### src/common/adcrh_defines.svh
// constants for the conversion result hand-off and calibration block
`ifndef ADCRH_DEFINES_SVH
`define ADCRH_DEFINES_SVH
// ----------------------------------------
// clock and timing
// ----------------------------------------
`define ADCRH_CLK_PERIOD_NS     100
`define ADCRH_RESULT_READY_N_MIN_HIGH_NS  400
`define ADCRH_RESULT_READY_N_MIN_HIGH_CYC ((`ADCRH_RESULT_READY_N_MIN_HIGH_NS + `ADCRH_CLK_PERIOD_NS - 1) / `ADCRH_CLK_PERIOD_NS)
`define ADCRH_OSC_PER_CODE      512
`define ADCRH_START_MARGIN      128
`define ADCRH_FINISH_MARGIN     1440
// ----------------------------------------
// control register fields
// ----------------------------------------
`define ADCRH_CTL_SDL    0
`define ADCRH_CTL_MSBF   1
`define ADCRH_CTL_BD     2
`define ADCRH_CTL_SB     3
`define ADCRH_CTL_BO     4
`define ADCRH_CTL_G_LO   5
`define ADCRH_CTL_BU     8
`define ADCRH_CTL_MD_LO  9
`define ADCRH_CTL_MD_HI  11
`define ADCRH_CTL_FP_LO  12
`define ADCRH_CTL_FP_HI  22
`define ADCRH_CTL_DC     23
`define ADCRH_CTL_RESET  24'h014100
`define ADCRH_CAL_MD_MIN 3'h1
`define ADCRH_CAL_MD_MAX 3'h5
// ----------------------------------------
// calibration reset values and unity gain
// ----------------------------------------
`define ADCRH_OFF_RESET  24'h000000
`define ADCRH_POS_RESET  24'h400000
`define ADCRH_NEG_RESET  24'h400000
`define ADCRH_GAIN_SHIFT 22
`endif

### src/common/adcrh_pkg.sv
// types for the conversion result hand-off and calibration block
`default_nettype none
package adcrh_pkg;
   // register selected by the serial framing logic
   typedef enum logic [2:0]
   {
      ADCRH_SEL_DATA = 3'h0,
      ADCRH_SEL_CTL  = 3'h1,
      ADCRH_SEL_OFF  = 3'h2,
      ADCRH_SEL_POS  = 3'h3,
      ADCRH_SEL_NEG  = 3'h4
   } adcrh_sel_t;
   typedef logic [23:0] adcrh_word_t;
endpackage
`default_nettype wire

### src/hw/adcrh_result_cal.sv
// result hand-off, ready line, control and calibration registers
`default_nettype none
`include "adcrh_defines.svh"
// Function
// [RULE_01] drive ready low while word waits
// [RULE_02] read in progress keeps word intact
// [RULE_03] one word holding buffer beside output
// [RULE_04] host starts read within window
// [RULE_05] late finish: newer word replaces buffer
// [RULE_06] completed read drives ready high
// [RULE_07] buffered word moves, ready after high
// [RULE_08] upper control writes: ready high, recal
// [RULE_09] byte 0 write alone: no effect
// [RULE_10] host rewrites all bytes on gain
// [RULE_11] offset register loads self-cal value
// [RULE_12] offset makes zero input read zero
// [RULE_13] positive slope coefficient register
// [RULE_14] negative slope coefficient register
// [RULE_15] standby halts filter, ready high
// [RULE_16] byte order bit picks access order
// [RULE_17] oscillator counters track read windows
module adcrh_result_cal
(
   // clock and reset
   input  wire logic                 i_ref_clk,
   input  wire logic                 i_rst_b,
   // serial clock pin
   input  wire logic                 i_sclk,
   // register access from serial framing
   input  wire adcrh_pkg::adcrh_sel_t i_reg_sel,
   input  wire logic                 i_data_rd_active,
   input  wire logic                 i_rd_done,
   input  wire logic [1:0]           i_byte_idx,
   input  wire logic                 i_wr,
   input  wire logic [7:0]           i_wr_data,
   // filter and calibration engine
   input  wire logic                 i_conv_valid,
   input  wire adcrh_pkg::adcrh_word_t i_conv_raw,
   input  wire logic                 i_cal_done,
   input  wire adcrh_pkg::adcrh_word_t i_cal_offset,
   input  wire adcrh_pkg::adcrh_word_t i_cal_pos,
   input  wire adcrh_pkg::adcrh_word_t i_cal_neg,
   // outputs
   output logic                      o_result_ready_n,
   output logic [7:0]                o_rd_byte,
   output adcrh_pkg::adcrh_word_t    o_control,
   output logic                      o_cal_start,
   output logic                      o_filter_halt,
   output logic                      o_mod_clk_en,
   output logic                      o_start_late,
   output logic                      o_finish_late
);
   import adcrh_pkg::*;

   // ----------------------------------------
   // state
   // ----------------------------------------
   logic [1:0]  sclk_sync_reg;     // two-stage pin synchroniser
   logic        sclk_prev_reg;     // previous synced level
   adcrh_word_t ctl_reg;           // control register
   adcrh_word_t off_reg;           // offset correction
   adcrh_word_t pos_reg;           // positive slope coefficient
   adcrh_word_t neg_reg;           // negative slope coefficient
   adcrh_word_t out_reg;           // data output register
   adcrh_word_t buf_reg;           // holding buffer
   logic        out_valid_reg;     // unread word in output
   logic        buf_full_reg;      // holding buffer occupied
   logic        reading_reg;       // read of output under way
   logic        cal_busy_reg;      // calibration running
   logic        cal_start_reg;     // calibration start pulse
   logic        result_ready_n_n_reg;        // ready line
   logic [2:0]  hi_cnt_reg;        // min high time count
   logic [21:0] win_cnt_reg;       // cycles since ready fell
   logic        win_run_reg;       // window counter running
   logic        start_late_reg;    // read began late
   logic        finish_late_reg;   // read ended late
   logic [7:0]  rd_byte_reg;       // read byte

   // ----------------------------------------
   // combinational helpers
   // ----------------------------------------
   logic        sclk_rise;         // synced serial clock edge
   logic [1:0]  phys_byte;         // byte after order mapping
   logic        ctl_wr;            // control byte write
   logic        upper_wr;          // write to byte 2 or 1
   logic        standby;           // standby bit
   logic        cal_mode;          // mode field is a calibration mode
   logic        block_ready;       // ready forced high
   logic [21:0] period;            // output rate period
   logic [21:0] start_lim;         // read start limit
   logic [21:0] finish_lim;        // read finish limit
   adcrh_word_t corr_word;         // corrected conversion
   adcrh_word_t ctl_wr_val;        // control after write

   // byte lane replace within a word
   function automatic adcrh_word_t put_byte(input adcrh_word_t w, input logic [1:0] b,
                                            input logic [7:0] d);
      adcrh_word_t r;
      r = w;
      if (b == 2'h0)
         r[7:0] = d;
      else if (b == 2'h1)
         r[15:8] = d;
      else
         r[23:16] = d;
      return r;
   endfunction

   // byte lane pick from a word
   function automatic logic [7:0] get_byte(input adcrh_word_t w, input logic [1:0] b);
      logic [7:0] r;
      r = w[23:16];
      if (b == 2'h0)
         r = w[7:0];
      else if (b == 2'h1)
         r = w[15:8];
      return r;
   endfunction

   // offset removal then slope scaling
   function automatic adcrh_word_t correct(input adcrh_word_t raw, input adcrh_word_t off,
                                           input adcrh_word_t pos, input adcrh_word_t neg);
      logic signed [24:0] diff;
      logic signed [49:0] prod;
      adcrh_word_t        coef;
      diff = $signed({1'b0, raw}) - $signed({1'b0, off});
      coef = diff[24] ? neg : pos;
      prod = diff * $signed({2'b00, coef});
      return prod[`ADCRH_GAIN_SHIFT +: 24];
   endfunction

   always_comb
   begin
      sclk_rise   = sclk_sync_reg[1] & ~sclk_prev_reg;
      // ascending when set, descending when clear [RULE_16]
      phys_byte   = ctl_reg[`ADCRH_CTL_BD] ? i_byte_idx : 2'h2 - i_byte_idx;
      ctl_wr      = i_wr & (i_reg_sel == ADCRH_SEL_CTL);
      upper_wr    = ctl_wr & (phys_byte != 2'h0);                      // [RULE_08] [RULE_09]
      ctl_wr_val  = put_byte(ctl_reg, phys_byte, i_wr_data);
      standby     = ctl_reg[`ADCRH_CTL_SB];
      cal_mode    = (ctl_wr_val[`ADCRH_CTL_MD_HI:`ADCRH_CTL_MD_LO] >= `ADCRH_CAL_MD_MIN) &&
                    (ctl_wr_val[`ADCRH_CTL_MD_HI:`ADCRH_CTL_MD_LO] <= `ADCRH_CAL_MD_MAX);
      block_ready = standby | cal_busy_reg | cal_start_reg | upper_wr;
      // period in oscillator cycles from decimation code [RULE_17]
      period      = 22'(ctl_reg[`ADCRH_CTL_FP_HI:`ADCRH_CTL_FP_LO]) * 22'(`ADCRH_OSC_PER_CODE);
      start_lim   = period - 22'(`ADCRH_START_MARGIN);
      finish_lim  = 22'(period << 1) - 22'(`ADCRH_FINISH_MARGIN);
      corr_word   = correct(i_conv_raw, off_reg, pos_reg, neg_reg);    // [RULE_12]
   end

   // ----------------------------------------
   // serial clock synchroniser
   // ----------------------------------------
   always_ff @(posedge i_ref_clk)
   begin
      if (!i_rst_b)
      begin
         sclk_sync_reg <= 2'h0;
         sclk_prev_reg <= 1'b0;
      end
      else
      begin
         sclk_sync_reg <= {sclk_sync_reg[0], i_sclk};
         sclk_prev_reg <= sclk_sync_reg[1];
      end
   end

   // ----------------------------------------
   // control register and calibration start
   // ----------------------------------------
   always_ff @(posedge i_ref_clk)
   begin
      if (!i_rst_b)
      begin
         ctl_reg       <= `ADCRH_CTL_RESET;
         cal_start_reg <= 1'b1;            // self calibration starts at reset, though the reset mode field is 0
         cal_busy_reg  <= 1'b0;
      end
      else
      begin
         cal_start_reg <= 1'b0;
         if (ctl_wr)
            ctl_reg <= ctl_wr_val;
         // upper byte write selecting a calibration mode restarts calibration [RULE_08]
         if (upper_wr && cal_mode)
            cal_start_reg <= 1'b1;
         if (cal_start_reg)
            cal_busy_reg <= 1'b1;
         else if (i_cal_done)
            cal_busy_reg <= 1'b0;
      end
   end

   // ----------------------------------------
   // calibration coefficient registers
   // ----------------------------------------
   always_ff @(posedge i_ref_clk)
   begin
      if (!i_rst_b)
      begin
         off_reg <= `ADCRH_OFF_RESET;
         pos_reg <= `ADCRH_POS_RESET;
         neg_reg <= `ADCRH_NEG_RESET;
      end
      else if (i_cal_done)
      begin
         // self-cal results after reset or restart [RULE_11] [RULE_13] [RULE_14]
         off_reg <= i_cal_offset;
         pos_reg <= i_cal_pos;
         neg_reg <= i_cal_neg;
      end
      else if (i_wr)
      begin
         // host byte writes in chosen order [RULE_16]
         if (i_reg_sel == ADCRH_SEL_OFF)
            off_reg <= put_byte(off_reg, phys_byte, i_wr_data);
         else if (i_reg_sel == ADCRH_SEL_POS)
            pos_reg <= put_byte(pos_reg, phys_byte, i_wr_data);
         else if (i_reg_sel == ADCRH_SEL_NEG)
            neg_reg <= put_byte(neg_reg, phys_byte, i_wr_data);
      end
   end

   // ----------------------------------------
   // output register, buffer and read tracking
   // ----------------------------------------
   always_ff @(posedge i_ref_clk)
   begin
      if (!i_rst_b)
      begin
         out_reg       <= 24'h000000;
         buf_reg       <= 24'h000000;
         out_valid_reg <= 1'b0;
         buf_full_reg  <= 1'b0;
         reading_reg   <= 1'b0;
      end
      else if (standby || upper_wr)
      begin
         // pending words dropped on halt or reprogram
         out_valid_reg <= 1'b0;
         buf_full_reg  <= 1'b0;
         reading_reg   <= 1'b0;
      end
      else
      begin
         // first serial edge of a data read marks its start
         if (i_data_rd_active && sclk_rise && out_valid_reg)
            reading_reg <= 1'b1;
         if (i_rd_done && reading_reg)
         begin
            reading_reg <= 1'b0;
            // buffered word moves up at read end [RULE_07]
            if (buf_full_reg)
            begin
               out_reg      <= buf_reg;
               buf_full_reg <= 1'b0;
            end
            else
               out_valid_reg <= 1'b0;                                  // [RULE_06]
         end
         if (i_conv_valid && !cal_busy_reg)
         begin
            if (reading_reg && !i_rd_done)
            begin
               // word under read kept, newest held aside [RULE_02] [RULE_03] [RULE_05]
               buf_reg      <= corr_word;
               buf_full_reg <= 1'b1;
            end
            else if (reading_reg && i_rd_done && buf_full_reg)
            begin
               buf_reg      <= corr_word;                              // buffer refills as it empties
               buf_full_reg <= 1'b1;                                   // new word beats the move-up clear [RULE_03]
            end
            else
            begin
               // unread word may be replaced when read starts late [RULE_04]
               out_reg       <= corr_word;
               out_valid_reg <= 1'b1;
            end
         end
      end
   end

   // ----------------------------------------
   // ready line with minimum high time
   // ----------------------------------------
   always_ff @(posedge i_ref_clk)
   begin
      if (!i_rst_b)
      begin
         result_ready_n_n_reg <= 1'b1;
         hi_cnt_reg <= 3'(`ADCRH_RESULT_READY_N_MIN_HIGH_CYC);
      end
      else if (block_ready || (i_rd_done && reading_reg))
      begin
         // forced high: standby, calibration, upper write, read end [RULE_06] [RULE_08] [RULE_15]
         result_ready_n_n_reg <= 1'b1;
         hi_cnt_reg <= 3'(`ADCRH_RESULT_READY_N_MIN_HIGH_CYC);
      end
      else if (result_ready_n_n_reg)
      begin
         if (hi_cnt_reg != 3'h0)
            hi_cnt_reg <= hi_cnt_reg - 3'h1;
         else if (out_valid_reg)
            result_ready_n_n_reg <= 1'b0;                                        // [RULE_01] [RULE_07]
      end
      else if (!out_valid_reg)
      begin
         result_ready_n_n_reg <= 1'b1;
         hi_cnt_reg <= 3'(`ADCRH_RESULT_READY_N_MIN_HIGH_CYC);
      end
   end

   // ----------------------------------------
   // read start and finish windows
   // ----------------------------------------
   always_ff @(posedge i_ref_clk)
   begin
      if (!i_rst_b)
      begin
         win_cnt_reg     <= 22'h000000;
         win_run_reg     <= 1'b0;
         start_late_reg  <= 1'b0;
         finish_late_reg <= 1'b0;
      end
      else if (!result_ready_n_n_reg && !win_run_reg)
      begin
         // window opens at ready falling [RULE_17]
         win_cnt_reg     <= 22'h000000;
         win_run_reg     <= 1'b1;
         start_late_reg  <= 1'b0;
         finish_late_reg <= 1'b0;
      end
      else if (win_run_reg)
      begin
         if (win_cnt_reg != 22'h3FFFFF)
            win_cnt_reg <= win_cnt_reg + 22'h000001;
         // start not seen before limit [RULE_04]
         if (!reading_reg && result_ready_n_n_reg == 1'b0 && win_cnt_reg >= start_lim)
            start_late_reg <= 1'b1;
         // finish not seen before limit [RULE_05]
         if (win_cnt_reg >= finish_lim)
            finish_late_reg <= 1'b1;
         if (result_ready_n_n_reg)
            win_run_reg <= 1'b0;
      end
   end

   // ----------------------------------------
   // read data byte
   // ----------------------------------------
   always_ff @(posedge i_ref_clk)
   begin
      if (!i_rst_b)
         rd_byte_reg <= 8'h00;
      else if (i_reg_sel == ADCRH_SEL_DATA)
         rd_byte_reg <= get_byte(out_reg, phys_byte);                  // [RULE_16]
      else if (i_reg_sel == ADCRH_SEL_CTL)
         rd_byte_reg <= get_byte(ctl_reg, phys_byte);
      else if (i_reg_sel == ADCRH_SEL_OFF)
         rd_byte_reg <= get_byte(off_reg, phys_byte);
      else if (i_reg_sel == ADCRH_SEL_POS)
         rd_byte_reg <= get_byte(pos_reg, phys_byte);
      else
         rd_byte_reg <= get_byte(neg_reg, phys_byte);
   end

   // ----------------------------------------
   // outputs
   // ----------------------------------------
   assign o_result_ready_n = result_ready_n_n_reg;
   assign o_rd_byte        = rd_byte_reg;
   assign o_control        = ctl_reg;
   assign o_cal_start      = cal_start_reg;
   assign o_filter_halt    = ctl_reg[`ADCRH_CTL_SB];                   // [RULE_15]
   assign o_mod_clk_en     = ~ctl_reg[`ADCRH_CTL_SB];                  // [RULE_15]
   assign o_start_late     = start_late_reg;
   assign o_finish_late    = finish_late_reg;

endmodule // adcrh_result_cal
`default_nettype wire

### config.mk
export PLATFORM = sky130hd
export DESIGN_NAME = adcrh_result_cal
export DESIGN_NICKNAME = d
export VERILOG_FILES = /design/src/common/adcrh_pkg.sv /design/src/hw/adcrh_result_cal.sv
export VERILOG_INCLUDE_DIRS = /design/src /design/src/common
export SDC_FILE = /design/constraint.sdc
export NUM_CORES = 2
export LEC_CHECK = 0
export BUFFER_PORTS_ARGS = -buffer_cell sky130_fd_sc_hd__buf_2
export CAP_MARGIN = 20
export CORE_AREA = 2 2 245 247
export CTS_BUF_LIST = sky130_fd_sc_hd__clkbuf_8
export DETAILED_ROUTE_END_ITERATION = 6
export DIE_AREA = 0 0 247 249
export HOLD_SLACK_MARGIN = 0.02
export PLACE_DENSITY = 0.75
export SKIP_CTS_REPAIR_TIMING = 1
export SYNTH_ARGS = -nofsm -noshare
export SYNTH_HDL_FRONTEND = slang
export SYNTH_SLANG_ARGS = --single-unit
export TNS_END_PERCENT = 30
### constraint.sdc
create_clock -name i_ref_clk -period 9.4 [get_ports i_ref_clk]
set_input_delay 0.94 -clock i_ref_clk [delete_from_list [all_inputs] [get_ports i_ref_clk]]
set_output_delay 0.94 -clock i_ref_clk [all_outputs]
set_load 0.005 [all_outputs]
==> results.toml <==
[status]
outcome = "finished, final reports clean"

[logic_synthesis]
yosysUniqueCellTypes = 91
synthesis.nets = 4663
synth_warnings = 0
avgSynthCellArea_sq_um = 8.51
synthArstFlopShare_pct = 0
ys_seq_area_share_pct = 11.8
most_instantiated_flip_flop_cell_in_the_synthesis_netlist = "sky130_fd_sc_hd__dfxtp_1"
synth_area_sq_mm = 0.0320
synth_edf_count = 0
syn_inst = 3764
ys_seq_elements = 189

[drt]
drt_pre_antenna_iters = 6
routedWlPerCell_microns = 20.7
route.vias.total = 28500
drtIter0Drc = 2483
detail_route.drc_violations = 0
via_per_inst = 5.68
drtAntennaViolNets = 0
route.final.wire_length_microns = 104000

[layout]
syn_to_final_growth_pct = 20.0
layout.cells.most_common = "sky130_fd_sc_hd__inv_1"
instances_no_fill = 5020
drive_above_1_share_pct = 21.3
design.final.nets = 5127
layout.cells.most_common_list = "722 x sky130_fd_sc_hd__inv_1, 576 x sky130_fd_sc_hd__fa_1, 418 x sky130_fd_sc_hd__buf_4"

[global_route]
grt_antenna_before_repair = 7
grt_max_degree = 95
grt_usage_pct = 34.5
grt_pass1_vias = 29300
wire_length_of_the_first_global_routing_pass_microns = 162000
gr-total-overflow = 0

[worst_setup_path]
endpoint_kind = "flop"
cp_data_arrival_time_ns = 9.68
critical-path-slowest-cell = "sky130_fd_sc_hd__fa_1"
critical_path.startpoint_type = "input pin"
crit_path_frequent_cell = "sky130_fd_sc_hd__fa_1"
required_ns = 9.82
worstSetupPathType = "input pin to flop"
cp_max_fo = 7
cpPeakStageDelay_ns = 0.56

[clock_tree]
clkLatencyLatePin_ns = 0.55
cts.sinks = 189
cts_made_buffers = 17
cts-root-to-sink-buffers = 2
clkSlewWorstSetupHoldPaths_ns = 0.10
cts_tree = "done"
h-tree-depth = 4
clock_tree.root_cell = "sky130_fd_sc_hd__clkbuf_8"

[timing]
finalSetupViolCount = 0
clock_period_minus_final_worst_setup_slack_ns = 9.25
final.period_utilization_pct = 98.4
max-slew-margin-rel_pct = 32.0
fmax_mhz = 108
slew_violations = 0
hold_violations = 0
worstMarginPinSlew_ns = 1.01
final.setup_skew_ns = 0.0272
hold_ws_ns = 0.440

[floorplan]
die-width_microns = 247
die_outline_area_sq_mm = 0.0615
dieHeight_microns = 249
initial_utilization_pct = 54.6
core_region_area_sq_mm = 0.0587
io_pins = 155
placementRows = 89

[placed_design]
place_congestion = 1.04
post-dp-hpwl_microns = 87600
io_buffers = 154
placed_cells_incl_taps = 4946

[hold_path]
timing.hold.worst.class = "flop to flop"

[job]
max_cap_viol_count = 0
## layer usage
metal,vias up,global-route usage (%),part of all wire [%]
met5,-,0,0.013
met4,2,19.0,6.8
met3,368,7.40,9.8
met2,1443,54.9,46
met1,14100,43.7,37
li1,12600,-,-
## per-stage QoR
step / setup TNS [ns] / utilization [%] / setup slack [ns] / area, sq um
2_1_floorplan: 0 / - / 0.00287 / 32100
3_3_place_gp: -6.18 / 62.5 / -0.400 / 36700
3_5_place_dp: -10.92 / 62.5 / -0.583 / 36700
4_1_cts: -0.0775 / 63.2 / -0.0747 / 37100
5_1_grt: -0.352 / 65.5 / -0.0782 / 38400
6_report: 0 / 65.5 / 0.146 / 38500
## synth_stat cells (all sizes together), types with 12 or more instances
| cell type | number | area [sq um] |
|---|---|---|
| a21boi | 31 | 244 |
| a21o | 50 | 375 |
| a21oi | 194 | 978 |
| and2 | 22 | 138 |
| and3 | 28 | 180 |
| buf | 16 | 80.1 |
| clkbuf | 158 | 593 |
| dfxtp | 189 | 3780 |
| fa | 596 | 11900 |
| ha | 186 | 2330 |
| inv | 739 | 2770 |
| mux2i | 36 | 373 |
| nand2 | 433 | 1630 |
| nand2b | 32 | 200 |
| nand3 | 47 | 235 |
| nand4 | 16 | 100 |
| nor2 | 448 | 1690 |
| nor2b | 45 | 282 |
| nor3 | 27 | 158 |
| o2111ai | 12 | 105 |
| o211a | 74 | 741 |
| o211ai | 24 | 180 |
| o21ai | 90 | 462 |
| o21bai | 12 | 90.1 |
| o221ai | 16 | 146 |
| xnor2 | 72 | 638 |
| xor2 | 45 | 394 |
## worst paths after layout
check,startpoint,to,slack [ns],depth (start not counted)
worst max-delay path,i_conv_raw[0],out_reg[23],0.15,40
worst min-delay path,sclk_sync_reg[0],sclk_sync_reg[1],0.44,1
worst max register to register,off_reg[8],out_reg[23],0.20,37
worst min register to register,sclk_sync_reg[0],sclk_sync_reg[1],0.44,1
## worst max-delay path: cells and delay by family
family          cells  cell delay (ns)
compound gates      9             1.81
xor+xnor            1             0.18
fa+ha+maj          10             4.57
buf+inv            11             1.09
simple gates        9             1.07
## cell families after synthesis
logic type / share of synthesized area, %
and+or+nand+nor: 15.4
buffers and inverters: 10.8
adders and majority gates: 44.5
AOI/OAI and AO/OA: 12.3
DFF: 11.8
xor gates and xnor gates: 3.22
muxes: 1.98
## cell type report
| type | instances | area, sq um |
|---|---|---|
| Clock buffer | 18 | 248 |
| Inverter | 739 | 2770 |
| Fill cell | 4731 | 20200 |
| Clock inverter | 14 | 193 |
| Timing Repair Buffer | 619 | 4700 |
| Tap cell | 773 | 967 |
| Antenna cell | 6 | 15.0 |
| Multi-Input combinational cell | 2662 | 25800 |
| Sequential cell | 189 | 3780 |
Power is not shown: default switching activity piles up to over one toggle a cycle in this logic, so the estimate is an artifact.
